===== src/core/fdm_defs.vh =====
// Constants for the fieldbus data set mapper
`ifndef FDM_DEFS_VH
`define FDM_DEFS_VH
// ----------------------------------------------------------------------------
// Register byte offsets
// ----------------------------------------------------------------------------
`define FDM_REG_CTRL       12'h000
`define FDM_REG_LOSS_DLY   12'h004
`define FDM_REG_TGT_A      12'h008
`define FDM_REG_TGT_B      12'h00C
`define FDM_REG_TGT_C      12'h010
`define FDM_REG_SEL_B      12'h014
`define FDM_REG_SEL_C      12'h018
`define FDM_REG_SEL_D      12'h01C
`define FDM_REG_SEL_E      12'h020
`define FDM_REG_SEL_F      12'h024
`define FDM_REG_STATUS     12'h028
`define FDM_REG_IRQ_STAT   12'h02C
`define FDM_REG_IRQ_MASK   12'h030
`define FDM_REG_IN_AB      12'h034
`define FDM_REG_IN_C       12'h038
// ----------------------------------------------------------------------------
// Control register fields
// ----------------------------------------------------------------------------
`define FDM_CTRL_RELAY1    0
`define FDM_CTRL_RELAY2    1
`define FDM_CTRL_RELAY3    2
`define FDM_CTRL_ANALOG1   3
`define FDM_CTRL_ANALOG2   4
`define FDM_CTRL_OUTSEL    5
`define FDM_CTRL_ACT_LO    6
`define FDM_CTRL_ACT_HI    7
// ----------------------------------------------------------------------------
// Loss actions and field values
// ----------------------------------------------------------------------------
`define FDM_ACT_NONE       2'h0
`define FDM_ACT_FAULT      2'h1
`define FDM_ACT_FIXED      2'h2
`define FDM_ACT_HOLD       2'h3
`define FDM_RELAY_BIT_A    13
`define FDM_RELAY_BIT_B    14
`define FDM_RELAY_BIT_C    15
`define FDM_ANALOG_FULL    16'h4E20
`define FDM_STATUS_SIG     14'h012E
`define FDM_DEF_SEL_B      14'h0066
`define FDM_DEF_SEL_C      14'h0069
`define FDM_DEF_SEL_D      14'h0131
`define FDM_DEF_SEL_E      14'h0134
`define FDM_DEF_SEL_F      14'h0132
`define FDM_TGT_MAX        14'h2327
`define FDM_SEL_MAX        14'h270F
`define FDM_GRP_MIN        7'h0A
`define FDM_GRP_MAX        7'h59
// ----------------------------------------------------------------------------
// Timing
// ----------------------------------------------------------------------------
`define FDM_CLK_HZ         100000000
`define FDM_TICK_MS        100
`define FDM_TICK_CYC       (`FDM_CLK_HZ / 1000 * `FDM_TICK_MS / 1000)
`define FDM_DLY_MIN        10'h001
`define FDM_DLY_MAX        10'h258
`define FDM_DLY_RESET      10'h001
`endif


===== src/core/fdm_mapper.v =====
// Fieldbus data set mapper
//
// Contract
// - Relays follow bits 13..15 of word one
// - Analogue one follows word two, 20000 full
// - Analogue two follows word three, same scale
// - Loss applies one configured drive action
// - Loss detected from data set 1 writes
// - Loss action waits 0.1 to 60 s; the default TICK_CYC of 10000 gives 0.1 to 60 ms
// - On loss outputs go zero or hold
// - Inbound words written to configured parameter
// - Target number is group*100+index, 10..89
// - Outbound word one of set 2 is always status 302
// - Outbound words select signal 0..9999
// - Defaults 102 and 105 for set 2
// - Defaults 305, 308, 306 for set 4
// - Each data set holds three 16-bit words
// - Sets 1/2 every 12 ms, 3/4 100 ms
//
// The address map and the APB slave port were decided locally.
`timescale 1ns/100ps
`include "fdm_defs.vh"
module fdm_mapper #(
   parameter TICK_CYC = `FDM_TICK_CYC
) (
   // Clock and reset
   input  wire        CLOCK_IN,
   input  wire        RSTN_IN,
   // APB slave
   input  wire        PSEL_IN,
   input  wire        PENABLE_IN,
   input  wire        PWRITE_IN,
   input  wire [11:0] PADDR_IN,
   input  wire [31:0] PWDATA_IN,
   output reg  [31:0] PRDATA_OUT,
   output wire        PREADY_OUT,
   output reg         PSLVERR_OUT,
   // Inbound data sets from the adapter
   input  wire        SET1_WR_IN,
   input  wire        SET3_WR_IN,
   input  wire [15:0] SET3_WORD_A_IN,
   input  wire [15:0] SET3_WORD_B_IN,
   input  wire [15:0] SET3_WORD_C_IN,
   // Parameter write port
   output reg         PARAM_WR_OUT,
   output reg  [13:0] PARAM_NUM_OUT,
   output reg  [15:0] PARAM_DATA_OUT,
   // Outbound signal lookup
   output reg  [13:0] SIG_NUM_OUT,
   input  wire [15:0] SIG_DATA_IN,
   input  wire        SET2_RD_IN,
   input  wire        SET4_RD_IN,
   output reg  [15:0] OUT_WORD_A_OUT,
   output reg  [15:0] OUT_WORD_B_OUT,
   output reg  [15:0] OUT_WORD_C_OUT,
   // Drive-side outputs
   output reg         RELAY_OUT_FIRST_OUT,
   output reg         RELAY_OUT_SECOND_OUT,
   output reg         RELAY_OUT_THIRD_OUT,
   output reg  [15:0] ANALOG_OUT_FIRST_OUT,
   output reg  [15:0] ANALOG_OUT_SECOND_OUT,
   output reg         LOSS_TRIP_OUT,
   output reg         LOSS_RUN_FIXED_SPEED_OUT,
   output reg         LOSS_HOLD_SPEED_OUT,
   output reg         IRQ_OUT
);

   // ----------------------------------------------------------------------------
   // Helpers
   // ----------------------------------------------------------------------------
   function [6:0] grp_of;
      input [13:0] num;
      reg   [13:0] q;
      begin
         q      = num / 14'd100;
         grp_of = q[6:0];
      end
   endfunction

   function tgt_ok;
      input [13:0] num;
      reg   [6:0]  g;
      begin
         g = grp_of(num);
         tgt_ok = (num != 14'h0000) && (num <= `FDM_TGT_MAX) && (g >= `FDM_GRP_MIN) && (g <= `FDM_GRP_MAX);
      end
   endfunction

   function [13:0] sel_clip;
      input [31:0] v;
      begin
         sel_clip = (v[13:0] > `FDM_SEL_MAX) ? `FDM_SEL_MAX : v[13:0];
      end
   endfunction

   // ----------------------------------------------------------------------------
   // Registers
   // ----------------------------------------------------------------------------
   reg  [7:0]  ctrl_q;
   reg  [9:0]  dly_q;
   reg  [13:0] tgt_q [0:2];
   reg  [13:0] sel_q [0:4];
   reg  [3:0]  irq_stat_q;
   reg  [3:0]  irq_mask_q;
   reg  [15:0] in_a_q;
   reg  [15:0] in_b_q;
   reg  [15:0] in_c_q;
   reg         lost_q;
   reg  [23:0] tick_cnt_q;
   reg  [9:0]  loss_cnt_q;
   reg  [1:0]  par_idx_q;
   reg         par_busy_q;
   reg  [2:0]  snap_idx_q;
   reg         snap_set4_q;
   reg         snap_busy_q;
   reg  [15:0] snap_q [0:1];
   reg         set4_pend_q;
   reg  [2:0]  s1_sync_q;
   reg  [2:0]  s3_sync_q;
   reg         s1_lvl_q;
   reg         s3_lvl_q;
   reg         ready_q;

   // One wait state, so read data and error stand registered when ready shows
   wire        acc      = PSEL_IN & PENABLE_IN & ~ready_q;
   wire        apb_wr   = PSEL_IN & PENABLE_IN & PWRITE_IN & ready_q;
   wire        apb_rd   = acc & ~PWRITE_IN;
   wire        s1_evt   = s1_sync_q[1] & s1_sync_q[2] & ~s1_lvl_q;
   wire        s3_evt   = s3_sync_q[1] & s3_sync_q[2] & ~s3_lvl_q;
   wire        tick     = (tick_cnt_q == TICK_CYC - 1);
   wire        loss_due = (loss_cnt_q >= dly_q);
   wire [1:0]  act      = ctrl_q[`FDM_CTRL_ACT_HI:`FDM_CTRL_ACT_LO];
   wire [3:0]  evt      = {loss_due & ~lost_q, s3_evt, s1_evt & lost_q, par_busy_q & PARAM_WR_OUT};

   assign PREADY_OUT = ready_q;

   // ----------------------------------------------------------------------------
   // Adapter strobe capture; three stages, level taken once stages two and three agree
   // ----------------------------------------------------------------------------
   always @(posedge CLOCK_IN or negedge RSTN_IN) begin
      if (!RSTN_IN) begin
         s1_sync_q <= 3'h0;
         s3_sync_q <= 3'h0;
         s1_lvl_q  <= 1'b0;
         s3_lvl_q  <= 1'b0;
      end else begin
         s1_sync_q <= {s1_sync_q[1:0], SET1_WR_IN};
         s3_sync_q <= {s3_sync_q[1:0], SET3_WR_IN};
         s1_lvl_q  <= (s1_sync_q[1] == s1_sync_q[2]) ? s1_sync_q[2] : s1_lvl_q;
         s3_lvl_q  <= (s3_sync_q[1] == s3_sync_q[2]) ? s3_sync_q[2] : s3_lvl_q;
      end
   end

   // ----------------------------------------------------------------------------
   // APB slave
   // ----------------------------------------------------------------------------
   always @(posedge CLOCK_IN or negedge RSTN_IN) begin
      if (!RSTN_IN) begin
         ctrl_q      <= 8'h00;
         dly_q       <= `FDM_DLY_RESET;
         tgt_q[0]    <= 14'h0000;
         tgt_q[1]    <= 14'h0000;
         tgt_q[2]    <= 14'h0000;
         sel_q[0]    <= `FDM_DEF_SEL_B;
         sel_q[1]    <= `FDM_DEF_SEL_C;
         sel_q[2]    <= `FDM_DEF_SEL_D;
         sel_q[3]    <= `FDM_DEF_SEL_E;
         sel_q[4]    <= `FDM_DEF_SEL_F;
         irq_mask_q  <= 4'h0;
         irq_stat_q  <= 4'h0;
         PRDATA_OUT  <= 32'h00000000;
         PSLVERR_OUT <= 1'b0;
         ready_q     <= 1'b0;
      end else begin
         ready_q     <= acc;
         // Set wins over a simultaneous write-one clear
         irq_stat_q  <= (irq_stat_q & ~((apb_wr && PADDR_IN == `FDM_REG_IRQ_STAT) ? PWDATA_IN[3:0] : 4'h0)) | evt;
         PSLVERR_OUT <= acc && (PADDR_IN > `FDM_REG_IN_C || PADDR_IN[1:0] != 2'h0);
         if (apb_wr) begin
            case (PADDR_IN)
               `FDM_REG_CTRL:     ctrl_q <= PWDATA_IN[7:0];
               // Out-of-range delays clamp rather than fault, so the watch never stalls at zero
               `FDM_REG_LOSS_DLY: dly_q  <= (PWDATA_IN[9:0] < `FDM_DLY_MIN) ? `FDM_DLY_MIN :
                                            (PWDATA_IN[31:10] != 22'h0 || PWDATA_IN[9:0] > `FDM_DLY_MAX) ?
                                            `FDM_DLY_MAX : PWDATA_IN[9:0];
               `FDM_REG_TGT_A:    tgt_q[0] <= (PWDATA_IN[13:0] > `FDM_TGT_MAX) ? `FDM_TGT_MAX : PWDATA_IN[13:0];
               `FDM_REG_TGT_B:    tgt_q[1] <= (PWDATA_IN[13:0] > `FDM_TGT_MAX) ? `FDM_TGT_MAX : PWDATA_IN[13:0];
               `FDM_REG_TGT_C:    tgt_q[2] <= (PWDATA_IN[13:0] > `FDM_TGT_MAX) ? `FDM_TGT_MAX : PWDATA_IN[13:0];
               `FDM_REG_SEL_B:    sel_q[0] <= sel_clip(PWDATA_IN);
               `FDM_REG_SEL_C:    sel_q[1] <= sel_clip(PWDATA_IN);
               `FDM_REG_SEL_D:    sel_q[2] <= sel_clip(PWDATA_IN);
               `FDM_REG_SEL_E:    sel_q[3] <= sel_clip(PWDATA_IN);
               `FDM_REG_SEL_F:    sel_q[4] <= sel_clip(PWDATA_IN);
               `FDM_REG_IRQ_MASK: irq_mask_q <= PWDATA_IN[3:0];
               `FDM_REG_STATUS, `FDM_REG_IRQ_STAT, `FDM_REG_IN_AB, `FDM_REG_IN_C: ;
               default: ;
            endcase
         end
         if (apb_rd) begin
            case (PADDR_IN)
               `FDM_REG_CTRL:     PRDATA_OUT <= {24'h0, ctrl_q};
               `FDM_REG_LOSS_DLY: PRDATA_OUT <= {22'h0, dly_q};
               `FDM_REG_TGT_A:    PRDATA_OUT <= {18'h0, tgt_q[0]};
               `FDM_REG_TGT_B:    PRDATA_OUT <= {18'h0, tgt_q[1]};
               `FDM_REG_TGT_C:    PRDATA_OUT <= {18'h0, tgt_q[2]};
               `FDM_REG_SEL_B:    PRDATA_OUT <= {18'h0, sel_q[0]};
               `FDM_REG_SEL_C:    PRDATA_OUT <= {18'h0, sel_q[1]};
               `FDM_REG_SEL_D:    PRDATA_OUT <= {18'h0, sel_q[2]};
               `FDM_REG_SEL_E:    PRDATA_OUT <= {18'h0, sel_q[3]};
               `FDM_REG_SEL_F:    PRDATA_OUT <= {18'h0, sel_q[4]};
               `FDM_REG_STATUS:   PRDATA_OUT <= {22'h0, loss_cnt_q[7:0], par_busy_q, lost_q};
               `FDM_REG_IRQ_STAT: PRDATA_OUT <= {28'h0, irq_stat_q};
               `FDM_REG_IRQ_MASK: PRDATA_OUT <= {28'h0, irq_mask_q};
               `FDM_REG_IN_AB:    PRDATA_OUT <= {in_b_q, in_a_q};
               `FDM_REG_IN_C:     PRDATA_OUT <= {16'h0, in_c_q};
               default:           PRDATA_OUT <= 32'h00000000;
            endcase
         end
      end
   end

   // ----------------------------------------------------------------------------
   // Loss watch on a 100 us tick (default TICK_CYC of 10000 cycles at 100 MHz)
   // ----------------------------------------------------------------------------
   always @(posedge CLOCK_IN or negedge RSTN_IN) begin
      if (!RSTN_IN) begin
         tick_cnt_q <= 24'h000000;
         loss_cnt_q <= 10'h000;
         lost_q     <= 1'b0;
         IRQ_OUT    <= 1'b0;
      end else begin
         IRQ_OUT    <= |(irq_stat_q & irq_mask_q);
         tick_cnt_q <= (tick || s1_evt) ? 24'h000000 : tick_cnt_q + 24'h000001;
         if (s1_evt) begin
            loss_cnt_q <= 10'h000;
            lost_q     <= 1'b0;
         end else begin
            if (tick && !loss_due) begin
               loss_cnt_q <= loss_cnt_q + 10'h001;
            end
            if (loss_due) begin
               lost_q <= 1'b1;
            end
         end
      end
   end

   // ----------------------------------------------------------------------------
   // Inbound words and drive outputs
   // ----------------------------------------------------------------------------
   always @(posedge CLOCK_IN or negedge RSTN_IN) begin
      if (!RSTN_IN) begin
         in_a_q                   <= 16'h0000;
         in_b_q                   <= 16'h0000;
         in_c_q                   <= 16'h0000;
         RELAY_OUT_FIRST_OUT      <= 1'b0;
         RELAY_OUT_SECOND_OUT     <= 1'b0;
         RELAY_OUT_THIRD_OUT      <= 1'b0;
         ANALOG_OUT_FIRST_OUT     <= 16'h0000;
         ANALOG_OUT_SECOND_OUT    <= 16'h0000;
         LOSS_TRIP_OUT            <= 1'b0;
         LOSS_RUN_FIXED_SPEED_OUT <= 1'b0;
         LOSS_HOLD_SPEED_OUT      <= 1'b0;
      end else begin
         if (s3_evt && !lost_q) begin
            in_a_q <= SET3_WORD_A_IN;
            in_b_q <= SET3_WORD_B_IN;
            in_c_q <= SET3_WORD_C_IN;
         end
         LOSS_TRIP_OUT            <= lost_q && act == `FDM_ACT_FAULT;
         LOSS_RUN_FIXED_SPEED_OUT <= lost_q && act == `FDM_ACT_FIXED;
         LOSS_HOLD_SPEED_OUT      <= lost_q && act == `FDM_ACT_HOLD;
         // Zero mode clears only fieldbus-sourced outputs; hold mode simply keeps captured words
         if (lost_q && !ctrl_q[`FDM_CTRL_OUTSEL]) begin
            RELAY_OUT_FIRST_OUT   <= 1'b0;
            RELAY_OUT_SECOND_OUT  <= 1'b0;
            RELAY_OUT_THIRD_OUT   <= 1'b0;
            ANALOG_OUT_FIRST_OUT  <= 16'h0000;
            ANALOG_OUT_SECOND_OUT <= 16'h0000;
         end else begin
            RELAY_OUT_FIRST_OUT   <= ctrl_q[`FDM_CTRL_RELAY1] & in_a_q[`FDM_RELAY_BIT_A];
            RELAY_OUT_SECOND_OUT  <= ctrl_q[`FDM_CTRL_RELAY2] & in_a_q[`FDM_RELAY_BIT_B];
            RELAY_OUT_THIRD_OUT   <= ctrl_q[`FDM_CTRL_RELAY3] & in_a_q[`FDM_RELAY_BIT_C];
            ANALOG_OUT_FIRST_OUT  <= ctrl_q[`FDM_CTRL_ANALOG1] ? in_b_q : 16'h0000;
            ANALOG_OUT_SECOND_OUT <= ctrl_q[`FDM_CTRL_ANALOG2] ? in_c_q : 16'h0000;
         end
      end
   end

   // ----------------------------------------------------------------------------
   // Parameter writes, one word per cycle after each data set 3 taken while the link is not lost
   // ----------------------------------------------------------------------------
   always @(posedge CLOCK_IN or negedge RSTN_IN) begin
      if (!RSTN_IN) begin
         par_busy_q     <= 1'b0;
         par_idx_q      <= 2'h0;
         PARAM_WR_OUT   <= 1'b0;
         PARAM_NUM_OUT  <= 14'h0000;
         PARAM_DATA_OUT <= 16'h0000;
      end else begin
         PARAM_WR_OUT <= 1'b0;
         if (s3_evt && !lost_q) begin
            par_busy_q <= 1'b1;
            par_idx_q  <= 2'h0;
         end else if (par_busy_q) begin
            PARAM_WR_OUT   <= tgt_ok(tgt_q[par_idx_q]);
            PARAM_NUM_OUT  <= tgt_q[par_idx_q];
            PARAM_DATA_OUT <= (par_idx_q == 2'h0) ? in_a_q : (par_idx_q == 2'h1) ? in_b_q : in_c_q;
            par_idx_q      <= par_idx_q + 2'h1;
            par_busy_q     <= (par_idx_q != 2'h2);
         end
      end
   end

   // ----------------------------------------------------------------------------
   // Outbound words: status fixed, others looked up one per cycle on request
   // ----------------------------------------------------------------------------
   // The lookup answers combinationally in the same cycle, so each word costs one cycle
   always @(posedge CLOCK_IN or negedge RSTN_IN) begin
      if (!RSTN_IN) begin
         snap_busy_q    <= 1'b0;
         snap_set4_q    <= 1'b0;
         snap_idx_q     <= 3'h0;
         set4_pend_q    <= 1'b0;
         snap_q[0]      <= 16'h0000;
         snap_q[1]      <= 16'h0000;
         SIG_NUM_OUT    <= `FDM_STATUS_SIG;
         OUT_WORD_A_OUT <= 16'h0000;
         OUT_WORD_B_OUT <= 16'h0000;
         OUT_WORD_C_OUT <= 16'h0000;
      end else begin
         if (SET4_RD_IN) begin
            set4_pend_q <= 1'b1;
         end
         if (!snap_busy_q) begin
            if (SET2_RD_IN) begin
               snap_busy_q <= 1'b1;
               snap_set4_q <= 1'b0;
               snap_idx_q  <= 3'h0;
               SIG_NUM_OUT <= `FDM_STATUS_SIG;
            end else if (set4_pend_q || SET4_RD_IN) begin
               set4_pend_q <= 1'b0;
               snap_busy_q <= 1'b1;
               snap_set4_q <= 1'b1;
               snap_idx_q  <= 3'h0;
               SIG_NUM_OUT <= sel_q[2];
            end
         end else begin
            if (snap_idx_q != 3'h2) begin
               snap_q[snap_idx_q[0]] <= SIG_DATA_IN;
               SIG_NUM_OUT <= snap_set4_q ? sel_q[3'h3 + snap_idx_q] : sel_q[snap_idx_q];
               snap_idx_q  <= snap_idx_q + 3'h1;
            end else begin
               snap_busy_q    <= 1'b0;
               OUT_WORD_A_OUT <= snap_q[0];
               OUT_WORD_B_OUT <= snap_q[1];
               OUT_WORD_C_OUT <= SIG_DATA_IN;
            end
         end
      end
   end

endmodule


===== config.mk =====
export PLATFORM = sky130hd
export DESIGN_NAME = fdm_mapper
export DESIGN_NICKNAME = d
export VERILOG_FILES = /design/src/core/fdm_mapper.v
export VERILOG_INCLUDE_DIRS = /design/src /design/src/core
export SDC_FILE = /design/constraint.sdc
export NUM_CORES = 1
export LEC_CHECK = 0
export BUFFER_PORTS_ARGS = -buffer_cell sky130_fd_sc_hd__buf_4
export CAP_MARGIN = 20
export CORE_MARGIN = 5
export CORE_UTILIZATION = 40
export CTS_CLUSTER_DIAMETER = 40
export CTS_CLUSTER_SIZE = 8
export DETAILED_ROUTE_END_ITERATION = 7
export PLACE_DENSITY = 0.59
export SETUP_SLACK_MARGIN = 0.1
export SLEW_MARGIN = 25
export SYNTH_ARGS = -nofsm -noshare
export SYNTH_HDL_FRONTEND = slang
export SYNTH_SLANG_ARGS = --single-unit

===== constraint.sdc =====
create_clock -name CLOCK_IN -period 4.8 [get_ports CLOCK_IN]
set_input_delay 0.48 -clock CLOCK_IN [delete_from_list [all_inputs] [get_ports CLOCK_IN]]
set_output_delay 0.48 -clock CLOCK_IN [all_outputs]
set_load 0.02 [all_outputs]

==> results of run 1 <==
-- per-stage QoR --
step | cells | total power [mW] | util | instance area (um2)
floorplan | 1893 | 7.079 | - | 20730
global placement | 2778 | 8.383 | 0.4589 | 23540
detailed placement | 2778 | 8.495 | 0.4589 | 23540
CTS | 2920 | 14.18 | 0.5119 | 26260
global route | 2921 | 14.69 | 0.5125 | 26290
finish | 2921 | 14.03 | 0.5125 | 26290
-- final cells by class --
class	count	area, um2
Sequential cell	436	10950
Inverter	26	97.59
Fill cell	4572	25010
Tap cell	680	850.8
Timing Repair Buffer	318	2440
Multi-Input combinational cell	1322	9268
Clock inverter	37	503.0
Clock buffer	102	2186
-- cells by family (layout without fill, tap and decap cells) --
group / count (synthesis) / in the layout / synth area share
compound gates: 475 / 475 / 0.1626
fa+ha+maj: 20 / 20 / 0.01207
mux: 213 / 213 / 0.1310
xor+xnor: 33 / 33 / 0.01394
buf+inv: 136 / 483 / 0.02794
flops: 436 / 436 / 0.5279
simple gates: 580 / 581 / 0.1246
-- final timing paths --
path	startpoint	endpoint	slack, ps	cells after the start
worst min-delay path	SET2_RD_IN	snap_set4_q	80	2
worst max register to register	par_idx_q[1]	PARAM_WR_OUT	530	13
max in group asynchronous	RSTN_IN	snap_q[23]	3330	3
min in group asynchronous	RSTN_IN	s1_sync_q[2]	390	2
worst min register to register	s3_sync_q[0]	s3_sync_q[1]	350	0
worst max-delay path	par_idx_q[1]	PARAM_WR_OUT	530	13
-- Yosys cell counts, types with 3 or more instances --
| cell | count | area (um2) |
|---|---|---|
| dfrtp_1 | 410 | 10260 |
| nand2_1 | 264 | 991.0 |
| o21ai_0 | 186 | 930.9 |
| nor2_1 | 155 | 581.8 |
| mux2_2 | 153 | 1723 |
| clkbuf_1 | 85 | 319.1 |
| and3_1 | 47 | 294.0 |
| a21oi_1 | 42 | 210.2 |
| a221oi_1 | 41 | 359.1 |
| a22o_1 | 40 | 350.3 |
| a22oi_1 | 34 | 255.2 |
| nand3_1 | 33 | 165.2 |
| mux2i_1 | 28 | 280.3 |
| mux4_2 | 28 | 630.6 |
| dfstp_2 | 26 | 683.2 |
| inv_1 | 25 | 93.84 |
| a31oi_1 | 24 | 150.1 |
| ha_1 | 20 | 250.2 |
| nor3_1 | 19 | 95.09 |
| xor2_1 | 19 | 166.4 |
| a222oi_1 | 18 | 180.2 |
| xnor2_1 | 14 | 122.6 |
| a21o_1 | 12 | 90.09 |
| nand4_1 | 11 | 68.82 |
| nor4_1 | 10 | 62.56 |
| buf_1 | 9 | 33.78 |
| buf_2 | 9 | 45.04 |
| nand2b_1 | 9 | 56.30 |
| or3_1 | 6 | 37.54 |
| a21oi_2 | 5 | 43.79 |
| a41oi_1 | 5 | 43.79 |
| o21a_1 | 5 | 37.54 |
| o21ai_1 | 5 | 25.02 |
| o2bb2ai_2 | 5 | 75.07 |
| and4_1 | 4 | 35.03 |
| o211ai_1 | 4 | 30.03 |
| a2bb2oi_2 | 3 | 45.04 |
| a2bb2oi_4 | 3 | 78.83 |
| buf_6 | 3 | 33.78 |
| mux2i_4 | 3 | 67.56 |
| o32ai_1 | 3 | 26.28 |
-- what timing repair did --
| item | 4_1_cts | 5_1_grt |
|---|---|---|
| setup endpoints to repair | 0 | 1 |
| setup buffers | 0 | 0 |
| endpoints found under the hold margin | 45 | 0 |
| resized for setup | 0 | 1 |
| hold buffers | 3 | 0 |
-- layout by cell type (no fill, tap or decap), types with 16 or more instances in the layout --
cell type	instances
ha_1	19
nand2_1	264
a31oi_1	24
xor2_1	19
nor2_1	154
a21oi_1	42
o21ai_0	186
inv_1	25
dfrtp_1	408
dfstp_2	26
clkinv_2	16
mux2_2	153
buf_4	311
mux4_2	28
a221oi_1	41
a22oi_1	34
a22o_1	40
mux2i_1	28
nand3_1	32
a222oi_1	18
clkbuf_16	81
and3_1	47
-- worst max-delay path: stages, from the launching register on --
cell,delay (ps)
dfrtp_2,600
mux2i_4,340
a2bb2oi_2,550
nor4_1,90
a31oi_1,210
nor3_2,110
o41ai_1,670
o211a_1,350
o21ba_4,200
nor3_1,100
o32a_1,370
o31ai_1,280
nand3_1,130
o2bb2ai_2,130
-- state kept, by name, indices dropped and copies added, names as in the netlist, 8 cells and up --
register	flops
ANALOG_OUT_FIRST_OUT	16
ANALOG_OUT_SECOND_OUT	16
OUT_WORD_A_OUT	16
OUT_WORD_B_OUT	16
OUT_WORD_C_OUT	16
PARAM_DATA_OUT	16
PARAM_NUM_OUT	14
PRDATA_OUT	32
SIG_NUM_OUT	14
ctrl_q	8
dly_q	10
in_a_q	16
in_b_q	16
in_c_q	16
loss_cnt_q	10
sel_q	70
snap_q	32
tgt_q	42
tick_cnt_q	24
-- metal layers --
metal	share of wire	vias to the layer above	wire length, um
met5	0	-	0
met4	0.038	0	2629
met3	0.069	161	4705
met2	0.49	700	33490
met1	0.41	8448	27840
li1	-	7563	-
-- report_power, final --
group	total (mW)	switching (mW)	internal, mW	leakage, nW
Combinational	3.44	1.88	1.56	4.80
Clock	5.62	1.88	3.74	1.32
Sequential	4.97	0.611	4.36	5.64
Total	14.0	4.38	9.65	11.8
==> impl_results.md, run 1 <==
* Share of cells above drive strength 1 at 0.3133
* Synth cell types at 96
* Pre-CTS WS at 427.6 ps
* DP HPWL at 48980 um
* Hold WC Path Type: in -> reg
* Total track usage at 0.2394
* Setup TNS Final at 0 ps
* Syn nets at 2030
* Yosys reg bits at about 440
* Drt total wl at 68670 um
* Placer Congestion at 0.9105
* Slew @ Worst Pin at roughly 1100 ps
* Critical setup path kind: reg -> reg
* GR Layer Usage met2 at 0.3968
* Vias in the first global route at 16.94k
* Worst VDD drop at 0.4214 mV
* Die Span Y at around 240 um
* Average size of a mapped cell at 10.95 um2
* Antenna violations before repair at 0
* Leak Pwr at roughly 12 nW
* Primary FF master, synth: dfrtp_1
* Rows at 83
* Power Dens Cells at 533.6 mW/mm2
* Largest net degree at the start of global routing at 135
* Core area at 0.05130 mm2
* Unrepaired setup endpoints after global routing: no
* Initial Utilization at 0.4041
* TritonCTS clock tree: yes
* Die W at 237.7 um
* I/O Buffers at between 200 and 300
* CTS buffer count at 81
* Post-Syn Instances at 1893
* Post-route setup slack at roughly 530 ps
* Hold slack at 78.07 ps
* Layout Skew at 17.10 ps
* Final Critical Period at 4265 ps
* # nets final at 2322
* Critical path startpoint category: register
* Via count at ~17k
* Crit-path max FO at 13
* Global route total overflow at 0
* Worst path required time at approximately 5300 ps
* Fin crit share at 0.8886
* DRT Pass-1 Iters at 7
* Crit. End Element: register
* Netlist Area Pre-Place at 0.02073 mm2
* Die area at 0.05648 mm2
* Clk Latency, worst-skew pair at 600 ps
* # H-tree levels at 3
* CTS max path bufs at 3
* Final Setup Violations at 0
* Met3 Usage GRT at 0.04595
* Max Slew Vio Count at 0
* Gr busiest metal: met2
* Global-route wire length before repair at 105300 um
* Asr flop ratio synth at 1.000
* Vias/cell at 5.776
* Final count of hold timing violations at 0
* Met1 usage at 0.3182
* Reg clk slew, reported paths at 50 ps
* Post-synth EDFFs at 0
* Outcome: completed
* WL/cell at 23.51 um
* Final ANT Viol Nets at 0
* Clock Root Buffer: clkbuf_16
* Sequential fraction of the synthesis area at 0.5279
* Ys Warns at 0
* Area growth syn-to-layout at 26.82%
* ANT cells at 0
* CP arrival at 4740 ps
* Clock sink count at 436
* Max-cap violations at 0
* Iter 0 DRT Violations at 1669
* Relative slew slack at 0.2488
* DRC errors left at 0
* Max Clk Rate at 234.4 MHz
* IO Count at 283
No activity file was read; power rests on OpenSTA's default activity.
==> run 2: changes to the inputs <==
Settings changed: CELL_PAD_IN_SITES_DETAIL_PLACEMENT set to 0, CELL_PAD_IN_SITES_GLOBAL_PLACEMENT set to 1, PLACE_DENSITY 0.59 to 0.71.
==> impl_results.md, run 2 (synthesized netlist as in run 1, its figures left out) <==
* Critical path startpoint category: register
* DRT Pass-1 Iters at 7 (unchanged)
* Postcts setup bufs at 0 (unchanged)
* Unrepaired setup endpoints after global routing: no
* Rows at 83 (unchanged)
* Setup TNS Final at 0 ps (unchanged)
* Hold path start: SET2_RD_IN
* Drt total wl at 69000 um (+0.48%)
* Worst VDD drop at 0.2906 mV (-31%)
* DP HPWL at 49490 um (+1.0%)
* Final count of hold timing violations at 0 (unchanged)
* Top delay family on crit path: compound AO/OA/AOI/OAI gates
* Most frequent cells in the layout: 409 x dfrtp_1, 315 x buf_4, 263 x nand2_1
* CP max-delay cell: o41ai_1
* # H-tree levels at 3 (unchanged)
* Leak Pwr at 11.78 nW (+0.16%)
* Filler cells at 4644 (+1.6%)
* DRC errors left at 0 (unchanged)
* Crit-path max FO at 21 (+8)
* Crit. End Element: register
* TritonCTS clock tree: yes
* R2r startpoint: par_idx_q[1]
* Hold WC Path Type: in -> reg
* Most flop-heavy register: sel_q
* Share of cells above drive strength 1 at 0.3124 (-0.0008644)
* Power Total at 14.11 mW (+0.60%)
* Cell count along the critical path at 13 (unchanged)
* CP arrival at 4870 ps (+130 ps)
* Global route total overflow at 0 (unchanged)
* Antenna violations before repair at 0 (unchanged)
* Clock sink count at 436 (unchanged)
* WL/cell at 23.60 um (+0.37%)
* Worst path required time at 5290 ps (about the same)
* CTS max path bufs at 3 (unchanged)
* Reg clk slew, reported paths at 40 ps (about the same)
* Clk Latency, worst-skew pair at 620 ps (+20 ps)
* Max Slew Vio Count at 0 (unchanged)
* Worst R2R Path Depth at 13 (unchanged)
* Non-Filler Instances at 2924 (+0.10%)
* Core area at 0.05130 mm2 (unchanged)
* Layout Skew at 27.90 ps (+10.80 ps)
* Final ANT Viol Nets at 0 (unchanged)
* ANT cells at 0 (unchanged)
* Outcome: completed
* Clock Root Buffer: clkbuf_16
* CTS buffer count at 82 (+1.2%)
* Die W at 237.7 um (unchanged)
* Vias in the first global route at 16.90k (-0.25%)
* Max FFs per register at 70 (unchanged)
* Via count at 16.65k (-1.3%)
* Initial Utilization at 0.4041 (unchanged)
* Final Critical Period at 4382 ps (+116.4 ps)
* Post-route cell area at 0.02638 mm2 (+0.35%)
* Buffers & Inverters on Critical Path at 0 (unchanged)
* Worst path max stage delay at 700 ps (+30 ps)
* Max-cap violations at 0 (unchanged)
* Vias/cell at 5.694 (-1.4%)
* Die Span Y at 237.7 um (unchanged)
* Iter 0 DRT Violations at 1241 (-26%)
* Power Dens Cells at 534.9 mW/mm2 (+0.25%)
* Relative slew slack at 0.3083 (+0.05947)
* Fin crit share at 0.9129 (+0.02424)
* IO Count at 283 (unchanged)
* Final Setup Violations at 0 (unchanged)
* Critical path launch point: par_idx_q[1]
* I/O Buffers at 282 (unchanged)
* Critical path cell sequence: nor2b_4 > a2bb2oi_4 > xnor2_1 > a31oi_1 > nor3_2 > o41ai_1 > o211a_1 > o21ba_4 > nor3_1 > o32a_1 > o31ai_1 > nand3_1 > o2bb2ai_2
* # nets final at 2326 (+0.17%)
* Commonest non-fill, non-tap cell in the layout: dfrtp_1
* Max Clk Rate at 228.2 MHz (-2.7%)
* Critical setup path kind: reg -> reg
* Hold slack at 67.72 ps (-10.35 ps)
* Global-route wire length before repair at 105500 um (+0.17%)
* Biggest regs: sel_q: 70 flops, tgt_q: 42 flops
* Hold Crit Depth at 2 (unchanged)
* Slew @ Worst Pin at 1038 ps (-89.20 ps)
* Area growth syn-to-layout at 27.26%
* Die area at 0.05648 mm2 (unchanged)
* Largest net degree at the start of global routing at 114 (-16%)
* Placed cell areas at 0.02359 mm2 (+0.18%)
* Placer Congestion at 0.8728 (-4.1%)
* Dpl cells at 2782 (+0.14%)
* Total track usage at 0.2395 (about the same)
[run 2: cell types whose count changed in the layout (fill, tap and decap cells not counted), sizes merged]
cell,delta
nor2b,-1
clkinvlp,+7
clkbuf,+5
clkinv,-11
buf,+4
bufinv,-1
[run 2: final cells by class]
| type | count | area (um2) | area share |
|---|---|---|---|
| Inverter | 26 | 97.59 | 0.003699 |
| Clock buffer | 107 | 2247 | 0.08518 |
| Clock inverter | 32 | 516.7 | 0.01959 |
| Sequential cell | 436 | 10940 | 0.4148 |
| Multi-Input combinational cell | 1321 | 9255 | 0.3508 |
| Tap cell | 680 | 850.8 | 0.03225 |
| Timing Repair Buffer | 322 | 2470 | 0.09362 |
[run 2: path summary, 6_finish.rpt]
| kind | to | slack [ps] |
|---|---|---|
| worst max-delay path | PARAM_WR_OUT | 420 |
| worst min-delay path | snap_set4_q | 70 |
| worst max register to register | PARAM_WR_OUT | 420 |
| worst min register to register | s3_sync_q[1] | 350 |
| max in group asynchronous | tick_cnt_q[17] | 3100 |
| min in group asynchronous | PARAM_NUM_OUT[10] | 460 |
[run 2: stage by stage]
| step | util | setup WS [ps] |
|---|---|---|
| 2_1_floorplan | - | 1389 |
| 3_3_place_gp | 0.4595 | 547.1 |
| 3_5_place_dp | 0.4597 | 483.2 |
| 4_1_cts | 0.5142 | 451.8 |
| 5_1_grt | 0.5142 | 187.9 |
| 6_report | 0.5142 | 418.3 |
[run 2: layer usage]
metal	wire (um)	up-vias	part of all wire	GRT usage
li1	-	7553	-	-
met1	29010	8441	0.42	0.3167
met2	34550	549	0.50	0.4075
met3	3732	106	0.054	0.04502
met4	1708	0	0.025	0.06454
met5	0	-	0	0
[run 2: repair_timing]
| item | in CTS | in global routing |
|---|---|---|
| endpoints found under the setup margin | 0 | 0 |
| hold endpoints to repair | 79 | 0 |
| gates resized for setup | 0 | 0 |
| hold buffers | 3 | 0 |
[run 2: report_power, final]
group | total, mW | switching (mW) | internal [mW]
clock | 5.72 | 1.94 | 3.78
sequential | 4.94 | 0.587 | 4.36
combinational | 3.45 | 1.88 | 1.57
total | 14.1 | 4.40 | 9.71
==> run 3: changes to the inputs <==
--- a/config.mk
+++ b/config.mk
@@ -13,3 +13,3 @@
 export CORE_MARGIN = 5
-export CORE_UTILIZATION = 40
+export CORE_UTILIZATION = 46
 export CTS_CLUSTER_DIAMETER = 40
@@ -17,3 +17,4 @@
 export DETAILED_ROUTE_END_ITERATION = 7
-export PLACE_DENSITY = 0.71
+export PLACE_DENSITY = 0.8
+export REMOVE_ABC_BUFFERS = 1
 export SETUP_SLACK_MARGIN = 0.1
--- a/constraint.sdc
+++ b/constraint.sdc
@@ -3,2 +3,2 @@
 set_output_delay 0.48 -clock CLOCK_IN [all_outputs]
-set_load 0.02 [all_outputs]
+set_load 0.01 [all_outputs]
==> impl_results.md, run 3 (synthesized netlist as in run 1, its figures left out) <==
* Outcome: completed
* ANT cells at 0 (unchanged)
* Pre-CTS WS at 537.6 ps (+54.35 ps)
* Core area at 0.04441 mm2 (-13%)
* Max Slew Vio Count at 0 (unchanged)
* Switching part of the total power at 0.3067 (-0.005315)
* Top delay family on crit path: compound AO/OA/AOI/OAI gates
* Max FFs per register at 70 (unchanged)
* Unrepaired setup endpoints after global routing: no
* Max-cap violations at 0 (unchanged)
* Reg power frac at 0.373 (+0.023)
* Combinational Power Share at 0.246 (about the same)
* Vias/cell at 5.973 (+4.9%)
* Final ANT Viol Nets at 0 (unchanged)
* Antenna violations before repair at 1 (+1)
* Relative slew slack at 0.2827 (-0.02558)
* Cell internal pwr at 9.194 mW (-5.3%)
* Share of cells above drive strength 1 at 0.3076 (-0.004834)
* Iter 0 DRT Violations at 1477 (+19%)
* Drt total wl at 67050 um (-2.8%)
* I/O Buffers at 282 (unchanged)
* Slew @ Worst Pin at 1076 ps (+38.36 ps)
* # nets final at 2324 (-0.086%)
* Commonest non-fill, non-tap cell in the layout: dfrtp_1
* Hold WC Path Type: in -> reg
* # hold bufs at CTS at 2 (-1)
* Die W at 222.3 um (-6.5%)
* IO Count at 283 (unchanged)
* CP arrival at 4780 ps (-90 ps)
* Placer Congestion at 0.8857 (+1.5%)
* DRT Pass-1 Iters at 6 (-1)
* Crit. End Element: register
* Initial Utilization at 0.4668 (+0.06267)
* Post-route setup slack at 541.8 ps (+123.5 ps)
* Filler cells at 3732 (-20%)
* Clock Root Buffer: clkbuf_16
* Clock group share of total power at 0.382 (-0.023)
* Total track usage at 0.2667 (+0.02718)
* Power Dens Cells at 511.3 mW/mm2 (-4.4%)
* Global-route wire length before repair at 103600 um (-1.9%)
* Critical path cell sequence: mux2i_4 > a2bb2oi_2 > a21oi_2 > o31ai_4 > a221o_1 > a21oi_2 > o31ai_4 > o21ba_4 > nor3_1 > o32ai_1 > a41oi_2 > o21ai_1 > o2bb2ai_2
* Via count at 16.90k (+1.5%)
* DP HPWL at 46340 um (-6.4%)
* Reg clk slew, reported paths at 50 ps (about the same)
* # H-tree levels at 3 (unchanged)
* Most flop-heavy register: sel_q
* Max Clk Rate at 234.8 MHz (+2.9%)
* Critical path startpoint category: register
* CTS buffer count at 75 (-8.5%)
* Net Sw Power at 4.068 mW (-7.6%)
* Biggest regs: sel_q: 70 flops, tgt_q: 42 flops
* CP max-delay cell: dfrtp_1
* DRC errors left at 0 (unchanged)
* Largest net degree at the start of global routing at 125 (+9.6%)
* CTS max path bufs at 3 (unchanged)
* Vias in the first global route at 16.92k (+0.14%)
* TritonCTS clock tree: yes
* CTS resizes at 0 (unchanged)
* Die area at 0.04941 mm2 (-13%)
* Final Critical Period at 4258 ps (-123.5 ps)
* Worst VDD drop at 0.3209 mV (+10%)
* Final Setup Violations at 0 (unchanged)
* Fin crit share at 0.8871 (-0.02574)
* Rows at 77 (-7.2%)
* Area growth syn-to-layout at 25.12%
* Clock sink count at 436 (unchanged)
* Die Span Y at 222.3 um (-6.5%)
* Crit-path max FO at 13 (-38%)
* Global route total overflow at 0 (unchanged)
* Power Total at 13.26 mW (-6.0%)
* Critical setup path kind: reg -> reg
* WL/cell at 23.70 um (+0.44%)
* Postcts setup bufs at 0 (unchanged)
* Worst path required time at 5320 ps (+30 ps)
* Layout Skew at 17.17 ps (-10.74 ps)
* Clk Latency, worst-skew pair at 600 ps (-20 ps)
* Most frequent cells in the layout: 410 x dfrtp_1, 319 x buf_4, 264 x nand2_1
* Worst path max stage delay at 730 ps (+30 ps)
* Buffers & Inverters on Critical Path at 0 (unchanged)
* Leak Pwr at 11.65 nW (-1.2%)
* Final count of hold timing violations at 0 (unchanged)
[run 3: cell types whose count changed in the layout (fill, tap and decap cells not counted), sizes merged]
cell and change:
bufinv -5, clkbuf -1, buf +5, clkinv +1
clkinvlp -7
[run 3: area by class of cell]
type | instances | area, um2 | area share
clock buffer | 106 | 2117 | 0.08162
timing repair buffer | 327 | 2527 | 0.09744
clock inverter | 21 | 261.5 | 0.01008
inverter | 26 | 97.59 | 0.003762
tap | 592 | 740.7 | 0.02856
multi-input combinational | 1321 | 9251 | 0.3567
sequential | 436 | 10940 | 0.4219
[run 3: metrics by stage]
stage	setup TNS, ps	cells	hold slack (ps)	utilization	instance area, um2
floorplan	-21870	1783	184.4	-	20250
global placement	0	2698	336.0	0.5292	23500
detailed placement	0	2698	337.8	0.5292	23500
CTS	0	2827	20.10	0.5832	25900
global route	0	2829	73.75	0.5840	25940
finish	0	2829	78.53	0.5840	25940
[run 3: path summary, 6_finish.rpt]
| kind | to | startpoint | slack, ps | cells after the start |
|---|---|---|---|---|
| max | PARAM_WR_OUT | par_idx_q[1] | 540 | 13 |
| min | snap_set4_q | SET2_RD_IN | 80 | 2 |
| max reg2reg | PARAM_WR_OUT | par_idx_q[1] | 540 | 13 |
| min reg2reg | s3_sync_q[1] | s3_sync_q[0] | 350 | 0 |
| max in group asynchronous | snap_q[7] | RSTN_IN | 3240 | 4 |
| min in group asynchronous | ANALOG_OUT_FIRST_OUT[15] | RSTN_IN | 350 | 2 |
[run 3: routing by layer]
| metal | global-route usage | share of wire | vias to the layer above | wire length, um |
|---|---|---|---|---|
| met5 | 0 | 0 | - | 0 |
| met2 | 0.4225 | 0.46 | 808 | 31030 |
| li1 | - | - | 7546 | - |
| met1 | 0.3545 | 0.41 | 8374 | 27720 |
| met3 | 0.06876 | 0.084 | 171 | 5605 |
| met4 | 0.1034 | 0.040 | 0 | 2686 |
[run 3: power groups by stage]
stage / clock [mW] / combinational (mW) / sequential [mW]
floorplan: 0 / 1.69 / 5.03
global placement: 0 / 3.19 / 4.95
detailed placement: 0 / 3.27 / 4.98
CTS: 5.14 / 3.29 / 4.93
global route: 5.32 / 3.53 / 5.02
finish: 5.06 / 3.26 / 4.94
